$ cat config.mk
export PLATFORM = sky130hd
export DESIGN_NAME = output_voltage_setpoint_select
export DESIGN_NICKNAME = d
export VERILOG_FILES = /design/src/hw/output_voltage_setpoint_pkg.sv /design/src/hw/level_sync.sv /design/src/hw/output_voltage_setpoint_select.sv
export VERILOG_INCLUDE_DIRS = /design/src /design/src/hw
export SDC_FILE = /design/constraint.sdc
export NUM_CORES = 1
export LEC_CHECK = 0
export BUFFER_PORTS_ARGS = -buffer_cell sky130_fd_sc_hd__buf_2
export CORE_MARGIN = 2
export CORE_UTILIZATION = 31
export DETAILED_ROUTE_END_ITERATION = 6
export PLACE_DENSITY = 0.48
export REMOVE_ABC_BUFFERS = 1
export SLEW_MARGIN = 10
export SYNTH_ARGS = -nofsm -noshare
export SYNTH_HDL_FRONTEND = slang
export SYNTH_SLANG_ARGS = --single-unit
$ cat constraint.sdc
create_clock -name clk -period 6.2 [get_ports clk]
set_clock_uncertainty 0.2 [all_clocks]
set_input_delay 1.24 -clock clk [delete_from_list [all_inputs] [get_ports clk]]
set_output_delay 1.24 -clock clk [all_outputs]
set_load 0.02 [all_outputs]
$ cat src/hw/output_voltage_setpoint_params.svh
`ifndef OUTPUT_VOLTAGE_SETPOINT_PARAMS_SVH
`define OUTPUT_VOLTAGE_SETPOINT_PARAMS_SVH

// Register offsets
`define OFS_SYS_CFG_USER_ONE    8'hA0
`define OFS_OUTPUT_VOLTAGE_CMD  8'hA6
`define OFS_HOST_OUTPUT_OFFSET  8'hA8
`define OFS_STEP_AND_BOOT       8'hC2

// Field positions
`define SRC_SEL_LSB   0
`define SRC_SEL_MSB   1
`define SRC_ACT_LSB   2
`define SRC_ACT_MSB   3
`define BOOT_LSB      0
`define BOOT_MSB      3
`define STEP_LSB      4
`define STEP_MSB      5

// Reset values
`define SRC_SEL_RST   2'h0
`define OUTPUT_VOLTAGE_COMMAND_RST  8'h01
`define HOST_OFS_RST  8'h00
`define BOOT_RST      4'h0
`define STEP_RST      2'h1
`define LINK_MAX_RST  9'h0FF

// Limits
`define OUTPUT_VOLTAGE_COMMAND_MIN  8'h01
`define HOST_MAX_CODE 9'h17E
`define BOOT_LAST_5MV 4'hC

`endif

$ cat src/hw/output_voltage_setpoint_pkg.sv
package output_voltage_setpoint_pkg;

    typedef enum logic [2:0] {
        SRC_LINK = 3'b001,
        SRC_MIX  = 3'b010,
        SRC_HOST = 3'b100
    } source_e;

    typedef enum logic [2:0] {
        PH_OFF  = 3'b001,
        PH_RAMP = 3'b010,
        PH_RUN  = 3'b100
    } phase_e;

endpackage

$ cat src/hw/level_sync.sv
`timescale 1ns/1ps

module level_sync (
    input  wire logic clk,
    input  wire logic nrst,
    input  wire logic din,
    output logic      dout
);

    logic stage_q;

    // First stage feeds only the second
    always_ff @(posedge clk or negedge nrst) begin
        if (!nrst) begin
            stage_q <= 1'b0;
            dout    <= 1'b0;
        end else begin
            stage_q <= din;
            dout    <= stage_q;
        end
    end

endmodule

$ cat src/hw/output_voltage_setpoint_select.sv
`timescale 1ns/1ps
`include "output_voltage_setpoint_params.svh"

module output_voltage_setpoint_select #(
    parameter int CODE_W = 8
) (
    input  wire logic              clk,
    input  wire logic              nrst,
    input  wire logic              enPin,
    input  wire logic              softStartDonePin,
    input  wire logic              regWrStb,
    input  wire logic              regRdStb,
    input  wire logic [7:0]        regAddr,
    input  wire logic [7:0]        regWrData,
    output logic                   regAck,
    output logic [7:0]             regRdData,
    input  wire logic              linkSetVoltageStb,
    input  wire logic              linkSetWorkingPointStb,
    input  wire logic [CODE_W-1:0] linkVoltageCode,
    input  wire logic              linkOffsetWrStb,
    input  wire logic [CODE_W-1:0] linkOffsetData,
    input  wire logic              linkMaxWrStb,
    input  wire logic [CODE_W:0]   linkMaxData,
    output logic                   linkAck,
    output logic [CODE_W-1:0]      linkBootCode,
    input  wire logic              storeAllStb,
    output logic                   nvmWrStb,
    output logic [3:0]             nvmBootOut,
    output logic [1:0]             nvmStepOut,
    output logic [CODE_W-1:0]      nvmVoutCmdOut,
    input  wire logic              nvmLoadStb,
    input  wire logic [3:0]        nvmBootIn,
    input  wire logic [1:0]        nvmStepIn,
    input  wire logic [CODE_W-1:0] nvmVoutCmdIn,
    output logic [CODE_W:0]        setpointCode,
    output logic                   step10mV,
    output logic                   divQuarter
);

    ////////////////////////////////////////////////////////////////////////////
    // Elaboration check

    generate
        if (CODE_W != 8) begin : g_bad_width
            $error("output_voltage_setpoint_select supports CODE_W of 8 only");
        end
    endgenerate

    ////////////////////////////////////////////////////////////////////////////
    // Declarations

    logic                     enSync;
    logic                     ssDoneSync;
    logic                     en_q;
    logic                     enRise;
    logic [1:0]               srcSel_q;
    logic [CODE_W-1:0]        voutCmd_q;
    logic [CODE_W-1:0]        hostOffset_q;
    logic [3:0]               boot_q;
    logic [1:0]               step_q;
    output_voltage_setpoint_pkg::source_e activeSrc_q;
    output_voltage_setpoint_pkg::source_e curSrc;
    output_voltage_setpoint_pkg::phase_e  phase_q;
    logic [CODE_W-1:0]        mixOffset_q;
    logic [CODE_W-1:0]        linkOffset_q;
    logic [CODE_W:0]          linkMax_q;
    logic [CODE_W-1:0]        linkBoot_q;
    logic [CODE_W-1:0]        linkTarget_q;
    logic                     nvmWrStb_q;
    logic [3:0]               nvmBoot_q;
    logic [1:0]               nvmStep_q;
    logic [CODE_W-1:0]        nvmVoutCmd_q;
    logic [CODE_W:0]          setpoint_q;
    logic [7:0]               rdData_q;
    logic                     hitSys;
    logic                     hitVout;
    logic                     hitOfs;
    logic                     hitStep;
    logic                     comboOk;
    logic                     vcmdOk;
    logic                     wrVout;
    logic                     wrOfs;
    logic                     wrStep;
    logic                     linkSetStb;
    logic [3:0]               bootNew;
    logic [1:0]               stepNew;
    logic [CODE_W-1:0]        baseCode;
    logic [CODE_W-1:0]        offCode;
    logic [CODE_W:0]          limitCode;
    logic signed [CODE_W+1:0] sumCode;
    logic [CODE_W:0]          setpoint_d;

    ////////////////////////////////////////////////////////////////////////////
    // Helpers

    function automatic logic [7:0] boot_to_code(input logic [3:0] boot);
        logic [7:0] code;
        code = 8'h00;
        unique case (boot)
            4'h0: code = 8'h00;
            4'h1: code = 8'h65;
            4'h2: code = 8'h6F;
            4'h3: code = 8'h79;
            4'h4: code = 8'h83;
            4'h5: code = 8'h8D;
            4'h6: code = 8'h97;
            4'h7: code = 8'hA1;
            4'h8: code = 8'hAB;
            4'h9: code = 8'hAF;
            4'hA: code = 8'hC9;
            4'hB: code = 8'hDD;
            4'hC: code = 8'hFB;
            4'hD: code = 8'h6F;
            4'hE: code = 8'h79;
            4'hF: code = 8'h83;
        endcase
        return code;
    endfunction

    function automatic logic is5mV(input logic [1:0] step);
        return step[0] ^ step[1];
    endfunction

    function automatic output_voltage_setpoint_pkg::source_e decode_src(input logic [1:0] sel);
        output_voltage_setpoint_pkg::source_e src;
        src = output_voltage_setpoint_pkg::SRC_HOST;
        if (sel == 2'h0) begin
            src = output_voltage_setpoint_pkg::SRC_LINK;
        end else if (sel == 2'h1) begin
            src = output_voltage_setpoint_pkg::SRC_MIX;
        end
        return src;
    endfunction

    ////////////////////////////////////////////////////////////////////////////
    // Pin synchronisers

    level_sync u_en_sync (
        .clk  (clk),
        .nrst (nrst),
        .din  (enPin),
        .dout (enSync)
    );

    level_sync u_ss_sync (
        .clk  (clk),
        .nrst (nrst),
        .din  (softStartDonePin),
        .dout (ssDoneSync)
    );

    always_ff @(posedge clk or negedge nrst) begin
        if (!nrst) begin
            en_q <= 1'b0;
        end else begin
            en_q <= enSync;
        end
    end

    assign enRise = enSync & ~en_q;

    ////////////////////////////////////////////////////////////////////////////
    // Register write decode and acknowledge

    // Disabled: source follows the field so acks match the coming mode
    assign curSrc = enSync ? activeSrc_q : decode_src(srcSel_q);

    assign hitSys  = regAddr == `OFS_SYS_CFG_USER_ONE;
    assign hitVout = regAddr == `OFS_OUTPUT_VOLTAGE_CMD;
    assign hitOfs  = regAddr == `OFS_HOST_OUTPUT_OFFSET;
    assign hitStep = regAddr == `OFS_STEP_AND_BOOT;
    assign bootNew = regWrData[`BOOT_MSB:`BOOT_LSB];
    assign stepNew = regWrData[`STEP_MSB:`STEP_LSB];
    assign vcmdOk  = regWrData >= `OUTPUT_VOLTAGE_COMMAND_MIN;

    // Boot 0000b pairs with either step size
    assign comboOk = (bootNew == 4'h0) ||
                     ((bootNew <= `BOOT_LAST_5MV) == is5mV(stepNew));

    always_comb begin
        regAck = 1'b0;
        if (regWrStb) begin
            if (hitSys) begin
                regAck = 1'b1;
            end else if (hitVout) begin
                regAck = vcmdOk;
            end else if (hitOfs) begin
                regAck = curSrc != output_voltage_setpoint_pkg::SRC_LINK;
            end else if (hitStep) begin
                regAck = comboOk;
            end
        end
    end

    // Link-mode command writes are acked but do nothing
    assign wrVout = regWrStb & hitVout & vcmdOk &
                    (curSrc == output_voltage_setpoint_pkg::SRC_HOST);
    assign wrOfs  = regWrStb & hitOfs & (curSrc != output_voltage_setpoint_pkg::SRC_LINK);
    assign wrStep = regWrStb & hitStep & comboOk;

    ////////////////////////////////////////////////////////////////////////////
    // Host-side registers

    always_ff @(posedge clk or negedge nrst) begin
        if (!nrst) begin
            srcSel_q <= `SRC_SEL_RST;
        end else if (regWrStb && hitSys) begin
            srcSel_q <= regWrData[`SRC_SEL_MSB:`SRC_SEL_LSB];
        end
    end

    always_ff @(posedge clk or negedge nrst) begin
        if (!nrst) begin
            voutCmd_q <= `OUTPUT_VOLTAGE_COMMAND_RST;
        end else if (nvmLoadStb) begin
            voutCmd_q <= nvmVoutCmdIn;
        end else if (wrVout) begin
            voutCmd_q <= regWrData;
        end
    end

    always_ff @(posedge clk or negedge nrst) begin
        if (!nrst) begin
            hostOffset_q <= `HOST_OFS_RST;
        end else if (wrOfs) begin
            hostOffset_q <= regWrData;
        end
    end

    always_ff @(posedge clk or negedge nrst) begin
        if (!nrst) begin
            boot_q <= `BOOT_RST;
            step_q <= `STEP_RST;
        end else if (nvmLoadStb) begin
            boot_q <= nvmBootIn;
            step_q <= nvmStepIn;
        end else if (wrStep) begin
            boot_q <= bootNew;
            step_q <= stepNew;
        end
    end

    ////////////////////////////////////////////////////////////////////////////
    // Mode latch and start-up phase

    always_ff @(posedge clk or negedge nrst) begin
        if (!nrst) begin
            activeSrc_q <= output_voltage_setpoint_pkg::SRC_LINK;
            mixOffset_q <= '0;
        end else if (enRise) begin
            activeSrc_q <= decode_src(srcSel_q);
            mixOffset_q <= hostOffset_q;
        end
    end

    always_ff @(posedge clk or negedge nrst) begin
        if (!nrst) begin
            phase_q <= output_voltage_setpoint_pkg::PH_OFF;
        end else if (!enSync) begin
            phase_q <= output_voltage_setpoint_pkg::PH_OFF;
        end else begin
            unique case (phase_q)
                output_voltage_setpoint_pkg::PH_OFF: begin
                    phase_q <= output_voltage_setpoint_pkg::PH_RAMP;
                end
                output_voltage_setpoint_pkg::PH_RAMP: begin
                    if (ssDoneSync) begin
                        phase_q <= output_voltage_setpoint_pkg::PH_RUN;
                    end
                end
                output_voltage_setpoint_pkg::PH_RUN: begin
                    phase_q <= output_voltage_setpoint_pkg::PH_RUN;
                end
                default: begin
                    phase_q <= output_voltage_setpoint_pkg::PH_OFF;
                end
            endcase
        end
    end

    ////////////////////////////////////////////////////////////////////////////
    // Link-side registers

    assign linkSetStb = linkSetVoltageStb | linkSetWorkingPointStb;

    // Link writes are always taken; ignored ones simply store nothing
    assign linkAck = linkSetStb | linkOffsetWrStb | linkMaxWrStb;

    always_ff @(posedge clk or negedge nrst) begin
        if (!nrst) begin
            linkOffset_q <= '0;
        end else if (linkOffsetWrStb && curSrc == output_voltage_setpoint_pkg::SRC_LINK) begin
            linkOffset_q <= linkOffsetData;
        end
    end

    always_ff @(posedge clk or negedge nrst) begin
        if (!nrst) begin
            linkMax_q <= `LINK_MAX_RST;
        end else if (linkMaxWrStb) begin
            linkMax_q <= linkMaxData;
        end
    end

    always_ff @(posedge clk or negedge nrst) begin
        if (!nrst) begin
            linkBoot_q <= '0; // Boot 0000b decodes to code 00h
        end else if (nvmLoadStb) begin
            linkBoot_q <= boot_to_code(nvmBootIn);
        end else if (wrStep) begin
            linkBoot_q <= boot_to_code(bootNew);
        end
    end

    // Set commands only count once the ramp is over
    always_ff @(posedge clk or negedge nrst) begin
        if (!nrst) begin
            linkTarget_q <= '0;
        end else if (enRise) begin
            linkTarget_q <= linkBoot_q;
        end else if (linkSetStb && phase_q == output_voltage_setpoint_pkg::PH_RUN &&
                     curSrc != output_voltage_setpoint_pkg::SRC_HOST) begin
            linkTarget_q <= linkVoltageCode;
        end
    end

    ////////////////////////////////////////////////////////////////////////////
    // Non-volatile store

    always_ff @(posedge clk or negedge nrst) begin
        if (!nrst) begin
            nvmWrStb_q   <= 1'b0;
            nvmBoot_q    <= '0;
            nvmStep_q    <= '0;
            nvmVoutCmd_q <= '0;
        end else begin
            nvmWrStb_q <= storeAllStb;
            if (storeAllStb) begin
                nvmBoot_q    <= boot_q;
                nvmStep_q    <= step_q;
                nvmVoutCmd_q <= voutCmd_q;
            end
        end
    end

    ////////////////////////////////////////////////////////////////////////////
    // Setpoint arithmetic

    always_comb begin
        baseCode  = (phase_q == output_voltage_setpoint_pkg::PH_OFF) ? linkBoot_q : linkTarget_q;
        offCode   = '0;
        limitCode = linkMax_q;
        unique case (curSrc)
            output_voltage_setpoint_pkg::SRC_LINK: begin
                offCode = enSync ? linkOffset_q : '0;
            end
            output_voltage_setpoint_pkg::SRC_MIX: begin
                offCode = mixOffset_q;
            end
            output_voltage_setpoint_pkg::SRC_HOST: begin
                baseCode  = voutCmd_q;
                offCode   = hostOffset_q;
                limitCode = `HOST_MAX_CODE;
            end
        endcase
        sumCode = $signed({2'b00, baseCode}) +
                  $signed({{2{offCode[CODE_W-1]}}, offCode});
        if (sumCode < 0) begin
            setpoint_d = '0;
        end else if (sumCode[CODE_W:0] > limitCode) begin
            setpoint_d = limitCode;
        end else begin
            setpoint_d = sumCode[CODE_W:0];
        end
    end

    always_ff @(posedge clk or negedge nrst) begin
        if (!nrst) begin
            setpoint_q <= '0;
        end else begin
            setpoint_q <= setpoint_d;
        end
    end

    ////////////////////////////////////////////////////////////////////////////
    // Read path

    always_ff @(posedge clk or negedge nrst) begin
        if (!nrst) begin
            rdData_q <= 8'h00;
        end else if (regRdStb) begin
            rdData_q <= 8'h00;
            if (hitSys) begin
                rdData_q[`SRC_SEL_MSB:`SRC_SEL_LSB] <= srcSel_q;
                rdData_q[`SRC_ACT_MSB:`SRC_ACT_LSB] <=
                    (curSrc == output_voltage_setpoint_pkg::SRC_LINK) ? 2'h0 :
                    (curSrc == output_voltage_setpoint_pkg::SRC_MIX)  ? 2'h1 : 2'h2;
            end else if (hitVout) begin
                rdData_q <= voutCmd_q;
            end else if (hitOfs) begin
                rdData_q <= hostOffset_q;
            end else if (hitStep) begin
                rdData_q[`BOOT_MSB:`BOOT_LSB] <= boot_q;
                rdData_q[`STEP_MSB:`STEP_LSB] <= step_q;
            end
        end
    end

    ////////////////////////////////////////////////////////////////////////////
    // Outputs

    assign regRdData     = rdData_q;
    assign linkBootCode  = linkBoot_q;
    assign nvmWrStb      = nvmWrStb_q;
    assign nvmBootOut    = nvmBoot_q;
    assign nvmStepOut    = nvmStep_q;
    assign nvmVoutCmdOut = nvmVoutCmd_q;
    assign setpointCode  = setpoint_q;
    assign step10mV      = ~is5mV(step_q);
    assign divQuarter    = ~is5mV(step_q);

endmodule

### Word-level counts from Yosys, hierarchy flattened

Memories as Yosys holds them, arrays and structs flattened.
Index checks and enable logic that the tools add are counted.

* bitwise gates (word level): 15
* $add $sub $neg: 1
* multiplexer cells: 36
* reduce and logical (&&, ||, !) cells: 10
* equality and inequality tests: 15
* magnitude comparators: 4

Operator list (number)
* 2-to-1 mux 8 bit: 10
* == test 8 bit (second input constant): 4
* 2-to-1 mux 9 bit: 3
* one-hot mux 8 bit (3 select lines): 1
* 2-to-1 mux 4 bit: 4
* 2-to-1 mux 3 bit: 5
* 2-to-1 mux 6 bit: 2
* adder 9 x 8 -> 10 bit: 1
* < comparator 10 x 1 -> 1 bit (second input constant): 1
* 2-to-1 mux 2 bit: 5
* greater-than comparator 9 bit: 1
* one-hot mux 3 bit (3 select lines): 1
* bitwise AND 1 bit: 8
* greater-or-equal comparator 8 x 1 -> 1 bit (second input constant): 1
* == test 3 x 1 -> 1 bit (second input constant): 2
* == test 3 x 2 -> 1 bit (second input constant): 2
* == test 3 bit (second input constant): 2
* nonzero test 2 bit: 3
* 2-to-1 mux 1 bit: 5
* less-or-equal comparator 4 bit (second input constant): 1
* logical AND 1 bit: 4
* logical NOT 4 bit: 1
* != test 3 x 1 -> 1 bit (second input constant): 1
* != test 3 x 2 -> 1 bit (second input constant): 1
* other kinds (8): 12

* memories: 2
* register bits after elaboration: 108
* output and inout port bits: 44
* ROM bits: 256

Memory list
* (no name shown): words 16, width 8, read ports 1, clocked after memory_dff 0, wr ports 0, RTL line output_voltage_setpoint_select.sv:99 `unique case (boot)`
* (no name shown): words 16, width 8, read ports 1, clocked after memory_dff 0, wr ports 0, RTL line output_voltage_setpoint_select.sv:99

### Longest topological paths before layout

Gate-level depths: netlist (run 1).

* word-level depth: 10
* mapped depth: 22
* mapped depth without buffers: 18

### Cells and area by module

A second synthesis (run 1) with hierarchy kept.

* cells, all modules: 623
* area, all modules: 6241.0 sq um

By module, submodules not included
* output_voltage_setpoint_select: sequential area each 2617.5 sq um, cells each 619, times used 1, area each 6140.9 sq um
* level_sync: sequential area each 50.0 sq um, cells each 2, times used 2, area each 50.0 sq um

### Least setup slack after synthesis (run 1)

OpenSTA, ideal clock, no wires.

* path type: register -> register
* from: register activeSrc_q[0]
* to: register setpoint_q[8], in the netlist setpointCode[8]
* setup slack: 1.519 ns
* data required time: 5.879 ns
* cell stages (with the launch flop): 20
* arrival: 4.360 ns
* setup time: 0.121 ns
* path through: dfstp_2 > nand2b_2 > o22ai_2 > clkbuf_1 > buf_2 > a222oi_1 > inv_1 > fa_1 > a211oi_1 > o21bai_1 > a211o_1 > a21oi_1 > xnor2_1 > ha_1 > nand2_1 > a21oi_1 > o21ai_1 > a21oi_2 > mux2_1 > a22o_1

* word-level cells in the longest chain between the ends: 7

RTL lines
* from (decl): RTL line output_voltage_setpoint_select.sv:61 `output_voltage_setpoint_pkg::source_e activeSrc_q;`
* from (signal assigned): RTL line output_voltage_setpoint_select.sv:248 `activeSrc_q <= output_voltage_setpoint_pkg::SRC_LINK;`
* from (signal assigned): RTL line output_voltage_setpoint_select.sv:251 `activeSrc_q <= decode_src(srcSel_q);`
* 2-to-1 mux 3 bit *: RTL line output_voltage_setpoint_select.sv:166 `assign curSrc = enSync ? activeSrc_q : decode_src(srcSel_q);`
* == test 3 bit (tied with other cells): RTL line output_voltage_setpoint_select.sv:353 `unique case (curSrc)`
* one-hot mux 8 bit (3 select lines) or 2-to-1 mux 8 bit (tied branches): RTL line output_voltage_setpoint_select.sv:353
* adder 9 x 8 -> 10 bit: RTL line output_voltage_setpoint_select.sv:366 `sumCode = $signed({2'b00, baseCode}) +`
* greater-than comparator 9 bit: RTL line output_voltage_setpoint_select.sv:370 `end else if (sumCode[CODE_W:0] > limitCode) begin`
* 2-to-1 mux 9 bit: RTL line output_voltage_setpoint_select.sv:370
* 2-to-1 mux 9 bit *: RTL line output_voltage_setpoint_select.sv:368 `if (sumCode < 0) begin`
* via setpoint_d[8]: RTL line output_voltage_setpoint_select.sv:91 `logic [CODE_W:0] setpoint_d;`
* to (signal assigned): RTL line output_voltage_setpoint_select.sv:381 `setpoint_q <= setpoint_d;`
* to (decl): RTL line output_voltage_setpoint_select.sv:73 `logic [CODE_W:0] setpoint_q;`

The timed path passes the listed nets; every way through them passes the cells marked *.
A chain may end at the register's enable or synchronous reset.

### Worst setup path in the final report (run 1)

* from: register u_en_sync.dout
* to: register setpoint_q[0], in the netlist setpointCode[0]

* word-level cells in the longest chain between the ends: 7

RTL lines
* from (decl): RTL line level_sync.sv:7 `output logic dout`
* from (signal assigned): RTL line level_sync.sv:19 `dout <= stage_q;`
* 2-to-1 mux 3 bit: RTL line output_voltage_setpoint_select.sv:166
* == test 3 bit (tied with other cells): RTL line output_voltage_setpoint_select.sv:353
* one-hot mux 8 bit (3 select lines) or 2-to-1 mux 8 bit (tied branches): RTL line output_voltage_setpoint_select.sv:353
* adder 9 x 8 -> 10 bit: RTL line output_voltage_setpoint_select.sv:366
* greater-than comparator 9 bit: RTL line output_voltage_setpoint_select.sv:370
* 2-to-1 mux 9 bit: RTL line output_voltage_setpoint_select.sv:370
* 2-to-1 mux 9 bit *: RTL line output_voltage_setpoint_select.sv:368
* via setpoint_d[0]: RTL line output_voltage_setpoint_select.sv:91

Marked as above.

==> results of run 1 <==
-- cell type report --
cell class / count / area share (%)
multi-input combinational: 453 / 44.1
timing repair buffer: 115 / 8.17
sequential: 108 / 37.6
tap: 265 / 4.59
inverter: 29 / 1.51
clock buffer: 9 / 3.12
clock inverter: 7 / 0.900
-- layer usage --
metal | vias to the layer above | GRT usage, % | share of wire (%)
met5 | - | 0 | 0
met4 | 0 | 5.89 | 2.3
met3 | 21 | 3.14 | 4.6
met2 | 130 | 26.9 | 49
met1 | 2364 | 21.3 | 44
li1 | 2395 | - | -
-- worst max-delay path by stage --
stage	startpoint	end	slack [ns]
2_1_floorplan	phase_q[0]	setpointCode[8]	0.73
3_3_place_gp	u_en_sync.dout	setpointCode[0]	1.22
3_5_place_dp	u_en_sync.dout	setpointCode[0]	1.04
4_1_cts	u_en_sync.dout	setpointCode[0]	1.01
5_1_grt	u_en_sync.dout	setpointCode[0]	0.49
6_report	u_en_sync.dout	setpointCode[0]	1.06
-- cells in the final DEF (no fill, tap or decap), types with 7 or more instances in the layout --
cell type and n:
a211oi_2 7, dfrtp_1 96, inv_1 29, xnor2_1 8
nor2_1 49, a222oi_1 11, o21ai_1 32, dfstp_2 12
mux2_2 31, nand2_1 91, ha_1 33, mux2i_1 29
o21ai_0 31, nand2b_1 9, clkbuf_16 9, a211oi_1 14
a21oi_1 32, buf_2 109
-- stage by stage --
step	instances	util [%]
global placement	970	35.6
floorplan	590	-
CTS	986	37.1
global route	986	37.1
finish	986	37.1
detailed placement	970	35.6
-- report_power, final --
group	switching (mW)	internal [mW]
sequential	0.0657	0.801
combinational	0.394	0.282
clock	0.297	0.284
-- cells by family (layout without fill, tap and decap cells) --
kind of cell,Yosys count,in the layout,share of synthesized area (%)
compound gates,165,165,18.1
buf+inv,59,160,4.20
simple gates,177,177,12.8
xor+xnor,10,10,1.54
mux,67,67,12.2
fa+ha+maj,34,34,7.02
flops,108,108,44.1
-- state kept, by name (all words and copies together), names as in the netlist, 8 cells and up --
signal,cells
linkTarget_q,8
linkMax_q,9
setpointCode,9
linkOffset_q,8
regRdData,8
nvmVoutCmdOut,8
voutCmd_q,8
linkBootCode,8
mixOffset_q,8
hostOffset_q,8
==> run_results.csv, run 1 <==
group,metric,value,unit
synth,post-synth-top-area-fraction,39.0,%
synth,yosys-top-cells-count,"dfrtp_1 (96), nand2_1 (91), nor2_1 (49)",
clocking,cts.reportedPaths.clkPinSlew,0.08,ns
worst_setup_path,critPathMaxStageDelay,0.63,ns
synth,synth_edf_count,0,
clocking,cts_buffer_depth,2,
worst_setup_path,worst-path-stages,19,
power,power_density,294,nW/um^2
global_routing,grt.overflow.total,0,
power,power_leakage,3.33,nW
synth,synth_seq_cells,108,
global_routing,grt_pass1_wl,26900,microns
route,first_pass_iters,5,
floorplanning,fp.dieW,145,microns
clocking,clk_latency,0.37,ns
worst_setup_path,arrival,5.17,ns
sta,worst_slack,1.06,ns
sta,fin_crit,5.14,ns
global_routing,grt_pass1_vias,4976,
clocking,cts_resized,0,
place,port_buffers,110,
sta,fmax,0.195,GHz
route,viasPerCell,4.98,
worst_setup_path,critPathKind,"reg -> reg",
clocking,postCtsHoldBufs,0,
worst_setup_path,required,6.23,ns
synth,synthCells,620,
floorplanning,die_h,145,microns
worst_setup_path,r2r.worst_path.cells,19,
layout,final_area,7230,sq um
clocking,numCtsBuffers,9,
flow_run,drv_cap,0,
worst_setup_path,path_buf_inv,2,
worst_setup_path,path_cells,"nand2b_2, o22ai_2, buf_4, o21ai_0, ha_1, fa_1, a211oi_1, o21bai_1, a211o_1, a21oi_1, xnor2_1, ha_1, nand2_1, a21oi_1, o21ai_1, a21oi_2, buf_4, mux2i_1, nor2_1",
layout,nets,817,
route,routed_wirelength,16700,microns
place,gp_congestion,0.822,
floorplanning,io_pins,111,
sta,rsz0062_at_grt,"no",
floorplanning,rows,51,
layout,nFillCells,1998,
synth,ys_seq_area_share,44.1,%
floorplanning,coreArea,19500,sq um
synth,synth_flop_cell,"dfrtp_1",
worst_setup_path,r2r_start,"u_en_sync.dout",
floorplanning,die-area,21000,sq um
global_routing,grt_start_max_net_pins,70,
sta,timing.hold.ws,0.173,ns
min_path,holdPathEnd,"u_ss_sync.dout",
synth,yosys_warnings,0,
layout,area_delta_synth_final,17.2,%
clocking,cts_sinks,108,
floorplanning,start_util,31.7,%
synth,synth_cell_type_count,64,
clocking,htreeDepth,3,
worst_setup_path,critPathTopFamily,"compound AO/OA/AOI/OAI gates",
sta,period_share,82.9,%
clocking,cts_tree,"built",
synth,yosysTopAreaCell,"dfrtp_1",
worst_setup_path,critPathMaxFanout,24,
worst_setup_path,r2r_end,"setpointCode[0]",
worst_setup_path,cp-end-kind,"flip-flop",
sta,finalHoldViolations,0,
min_path,hp-start,"u_ss_sync.stage_q",
route,num_vias,4910,
clocking,cts_setup_buffers,0,
synth,synth_area_per_cell,9.94,sq um
clocking,cts_root_buf,"clkbuf_16",
route,avgRoutedWirePerCell,16.9,microns
status,status,"completed",
synth,synth_area_leaders,"dfrtp_1 (39%), ha_1 (6.7%), mux2_2 (5.7%)",
sta,slew_viol_final,0,
min_path,holdCritPathClass,"reg -> reg",
route,remaining_drc_errors,0,
synth,synth_most_common_cell,"dfrtp_1",
sta,tightestPinTransition,1.11,ns
worst_setup_path,cp_slowest_cell,"dfrtp_1",
sta,finalSetupViolCount,0,
layout,antenna_cells,0,
place,post-place-ws,1.04,ns
layout,drive_above_1_share,27.7,%
route,drtAntennaViolNets,0,
sta,setup-tns-final,0,ns
worst_setup_path,startpoint_type,"flip-flop",
place,dpl_cell_area,6940,sq um
min_path,hold_depth,0,
layout,multi_input_area,3190,sq um
worst_setup_path,reg2reg_slack,1.06,ns
power,ir_worst_vdd,0.126,mV
synth,synthArstFlopShare,100,%
sta,relSlewSlack,25.6,%
synth,syn_area,6160,sq um
route,drt-initial-drc-count,369,
power,p_total,2.12,mW
place,hpwlAfterDp,12700,microns
global_routing,antenna_found_initial,0,
global_routing,track_usage,16.3,%
layout,regArea,2720,sq um
No activity file was read; power rests on OpenSTA's default activity.
==> run 2, diff against run 1 <==
- ABC_AREA: default -> 1
- clock period: 6.2 -> 5 ns (I/O delays scaled with it)
==> run_results.csv, run 2 <==
group,metric,value,unit
status,status,"completed",
synth,synth_cell_type_count,42,
worst_setup_path,r2r.worst_path.cells,23,
power,power_leakage,3.63,nW
route,first_pass_iters,5,
synth,yosysTopAreaCell,"dfrtp_1",
power,power_frac_seq,35.0,%
synth,ys_seq_area_share,43.9,%
synth,synth_most_common_cell,"nand2_1",
clocking,cts_resized,0,
clocking,cts_sinks,108,
synth,synth_flop_cell,"dfrtp_1",
floorplanning,start_util,31.7,%
clocking,cts_root_buf,"clkbuf_16",
route,viasPerCell,4.78,
route,remaining_drc_errors,0,
layout,regArea,2720,sq um
route,drt-initial-drc-count,337,
power,power_density,421,nW/um^2
worst_setup_path,cp-end-kind,"flip-flop",
flow_run,drv_cap,0,
route,drt-met1-wl,8580,microns
power,internal-power,1.87,mW
global_routing,track_usage,17.4,%
layout,final_core_util,37.5,%
route,drtAntennaViolNets,0,
synth,yosys_warnings,0,
route,routed_wirelength,17900,microns
synth,synth_area_per_cell,7.99,sq um
clocking,numCtsBuffers,9,
sta,finalHoldViolations,0,
layout,nFillCells,2083,
sta,slew_viol_final,0,
worst_setup_path,required,5.04,ns
place,dp_cells,1130,
power,clock_power_share,25.0,%
route,routed-wl-met2,8310,microns
global_routing,grt_pass1_wl,29100,microns
power,p_sw_share,39.2,%
worst_setup_path,critPathKind,"reg -> reg",
layout,drive_above_1_share,20.3,%
floorplanning,fp.dieW,145,microns
clocking,htreeDepth,3,
layout,final_area,7320,sq um
worst_setup_path,critPathMaxFanout,16,
sta,finalSetupViolCount,0,
place,port_buffers,110,
layout,final_cell_mix,"nand2_1 (187), buf_2 (109), dfrtp_1 (95)",
route,avgRoutedWirePerCell,15.6,microns
clocking,cts.reportedPaths.clkPinSlew,0.07,ns
route,num_vias,5481,
sta,rsz0062_at_grt,"no",
floorplanning,io_pins,111,
global_routing,grt.overflow.total,0,
sta,period_share,88.6,%
synth,post-synth-top-area-fraction,38.8,%
min_path,hold_depth,0,
clocking,cts_tree,"built",
floorplanning,rows,51,
power,comb_power_share,39.9,%
synth,yosys-top-cells-count,"nand2_1 (187), dfrtp_1 (96), inv_1 (88)",
synth,synth_area_leaders,"dfrtp_1 (39%), nand2_1 (11%), ha_1 (6.7%)",
floorplanning,die-area,21100,sq um
layout,mostFrequentLayoutCell,"nand2_1",
layout,area_delta_synth_final,18.1,%
route,wl_met3,844,microns
sta,relSlewSlack,54.2,%
place,hpwlAfterDp,13700,microns
sta,fin_crit,4.43,ns
route,top_layer_used,"met4",
place,gp_congestion,0.841,
layout,nets,977,
clocking,clk_latency,0.36,ns
clocking,cts_setup_buffers,0,
synth,synthArstFlopShare,100,%
layout,multi_input_area,3000,sq um
synth,synth_seq_cells,108,
power,power.switching,1.21,mW
sta,timing.hold.ws,0.166,ns
layout,final_cells,1146,
floorplanning,coreArea,19500,sq um
synth,synthCells,775,
clocking,postCtsHoldBufs,0,
worst_setup_path,arrival,4.46,ns
layout,antenna_cells,0,
floorplanning,die_h,145,microns
global_routing,grt_pass1_vias,5340,
power,ir_worst_vdd,0.192,mV
sta,tightestPinTransition,0.685,ns
global_routing,antenna_found_initial,0,
synth,synth_edf_count,0,
place,dpl_cell_area,7000,sq um
sta,setup-tns-final,0,ns
worst_setup_path,startpoint_type,"flip-flop",
min_path,holdCritPathClass,"reg -> reg",
global_routing,grt_start_max_net_pins,41,
clocking,cts_buffer_depth,2,
synth,syn_area,6200,sq um
sta,fmax,0.226,GHz
run 2: changes by cell type after synthesis, sizes merged, moves of 20 or more:
cell / before / now
nor2: 49 / 74
mux2i: 29 / 0
nand2: 93 / 188
nand3: 3 / 48
inv: 29 / 91
mux2: 36 / 16
run 2: kinds of logic (layout without fill, tap and decap cells):
logic type	Yosys count	in the layout	synth area share (%)
buffers and inverters	120	226	7.75
adders and majority gates	34	34	6.99
muxes	16	16	2.91
and+or+nand+nor	324	324	21.8
AOI/OAI and AO/OA	167	167	15.5
DFF	108	108	43.9
xor gates and xnor gates	6	6	1.15
run 2: worst paths after layout:
path	slack [ns]	endpoint	startpoint
setup / recovery	0.57	setpointCode[6]	u_en_sync.dout
hold / removal	0.17	u_ss_sync.dout	u_ss_sync.stage_q
setup reg to reg	0.57	setpointCode[6]	u_en_sync.dout
hold reg to reg	0.17	u_ss_sync.dout	u_ss_sync.stage_q
max in group asynchronous	3.35	voutCmd_q[0]	nrst
min in group asynchronous	0.37	u_ss_sync.stage_q	nrst
run 2: worst max-delay path, cell delays in order (launching register included):
cell and delay (ns):
dfrtp_2 0.52, inv_2 0.15, o21ai_2 0.08, nand2_1 0.10, nand3_1 0.17, clkinv_1 0.30
nand2_1 0.14, o211ai_1 0.10, ha_1 0.23, fa_1 0.40, nand3_1 0.10, nand3_1 0.13
nand3_1 0.11, nand3_1 0.08, nand3_1 0.11, nand2_1 0.07, ha_1 0.29, nand2_1 0.10
nor3_1 0.20, nand4_1 0.13, nand2_1 0.11, clkinv_1 0.20, o21ai_0 0.22, nor2_1 0.06
run 2: area by class of cell:
class | instances | area share (%)
tap | 265 | 4.53
clock inverter | 7 | 1.25
multi-input combinational | 547 | 41.0
inverter | 93 | 4.77
sequential | 108 | 37.1
clock buffer | 9 | 3.08
timing repair buffer | 117 | 8.27
run 2: layer usage:
layer | vias to the layer above | track usage [%]
li1 | 2756 | -
met1 | 2566 | 24.9
met2 | 146 | 27.7
met3 | 13 | 3.29
met4 | 0 | 3.58
met5 | - | 0
run 2: metrics by stage:
| stage | setup WS (ns) | total power, mW |
|---|---|---|
| after floorplan | 0.617 | 1.92 |
| after global placement | 0.519 | 2.33 |
| after detailed placement | 0.472 | 2.33 |
| after CTS | 0.448 | 3.12 |
| after global routing | 0.114 | 3.34 |
| final | 0.572 | 3.08 |
run 2: power groups by stage:
stage                     combinational (mW)  sequential (mW)  clock (mW)
final                                   1.23             1.08       0.770
after global routing                    1.41             1.10       0.832
after CTS                               1.24             1.08       0.801
after detailed placement                1.23             1.10           0
after global placement                  1.23             1.10           0
after floorplan                        0.770             1.15           0
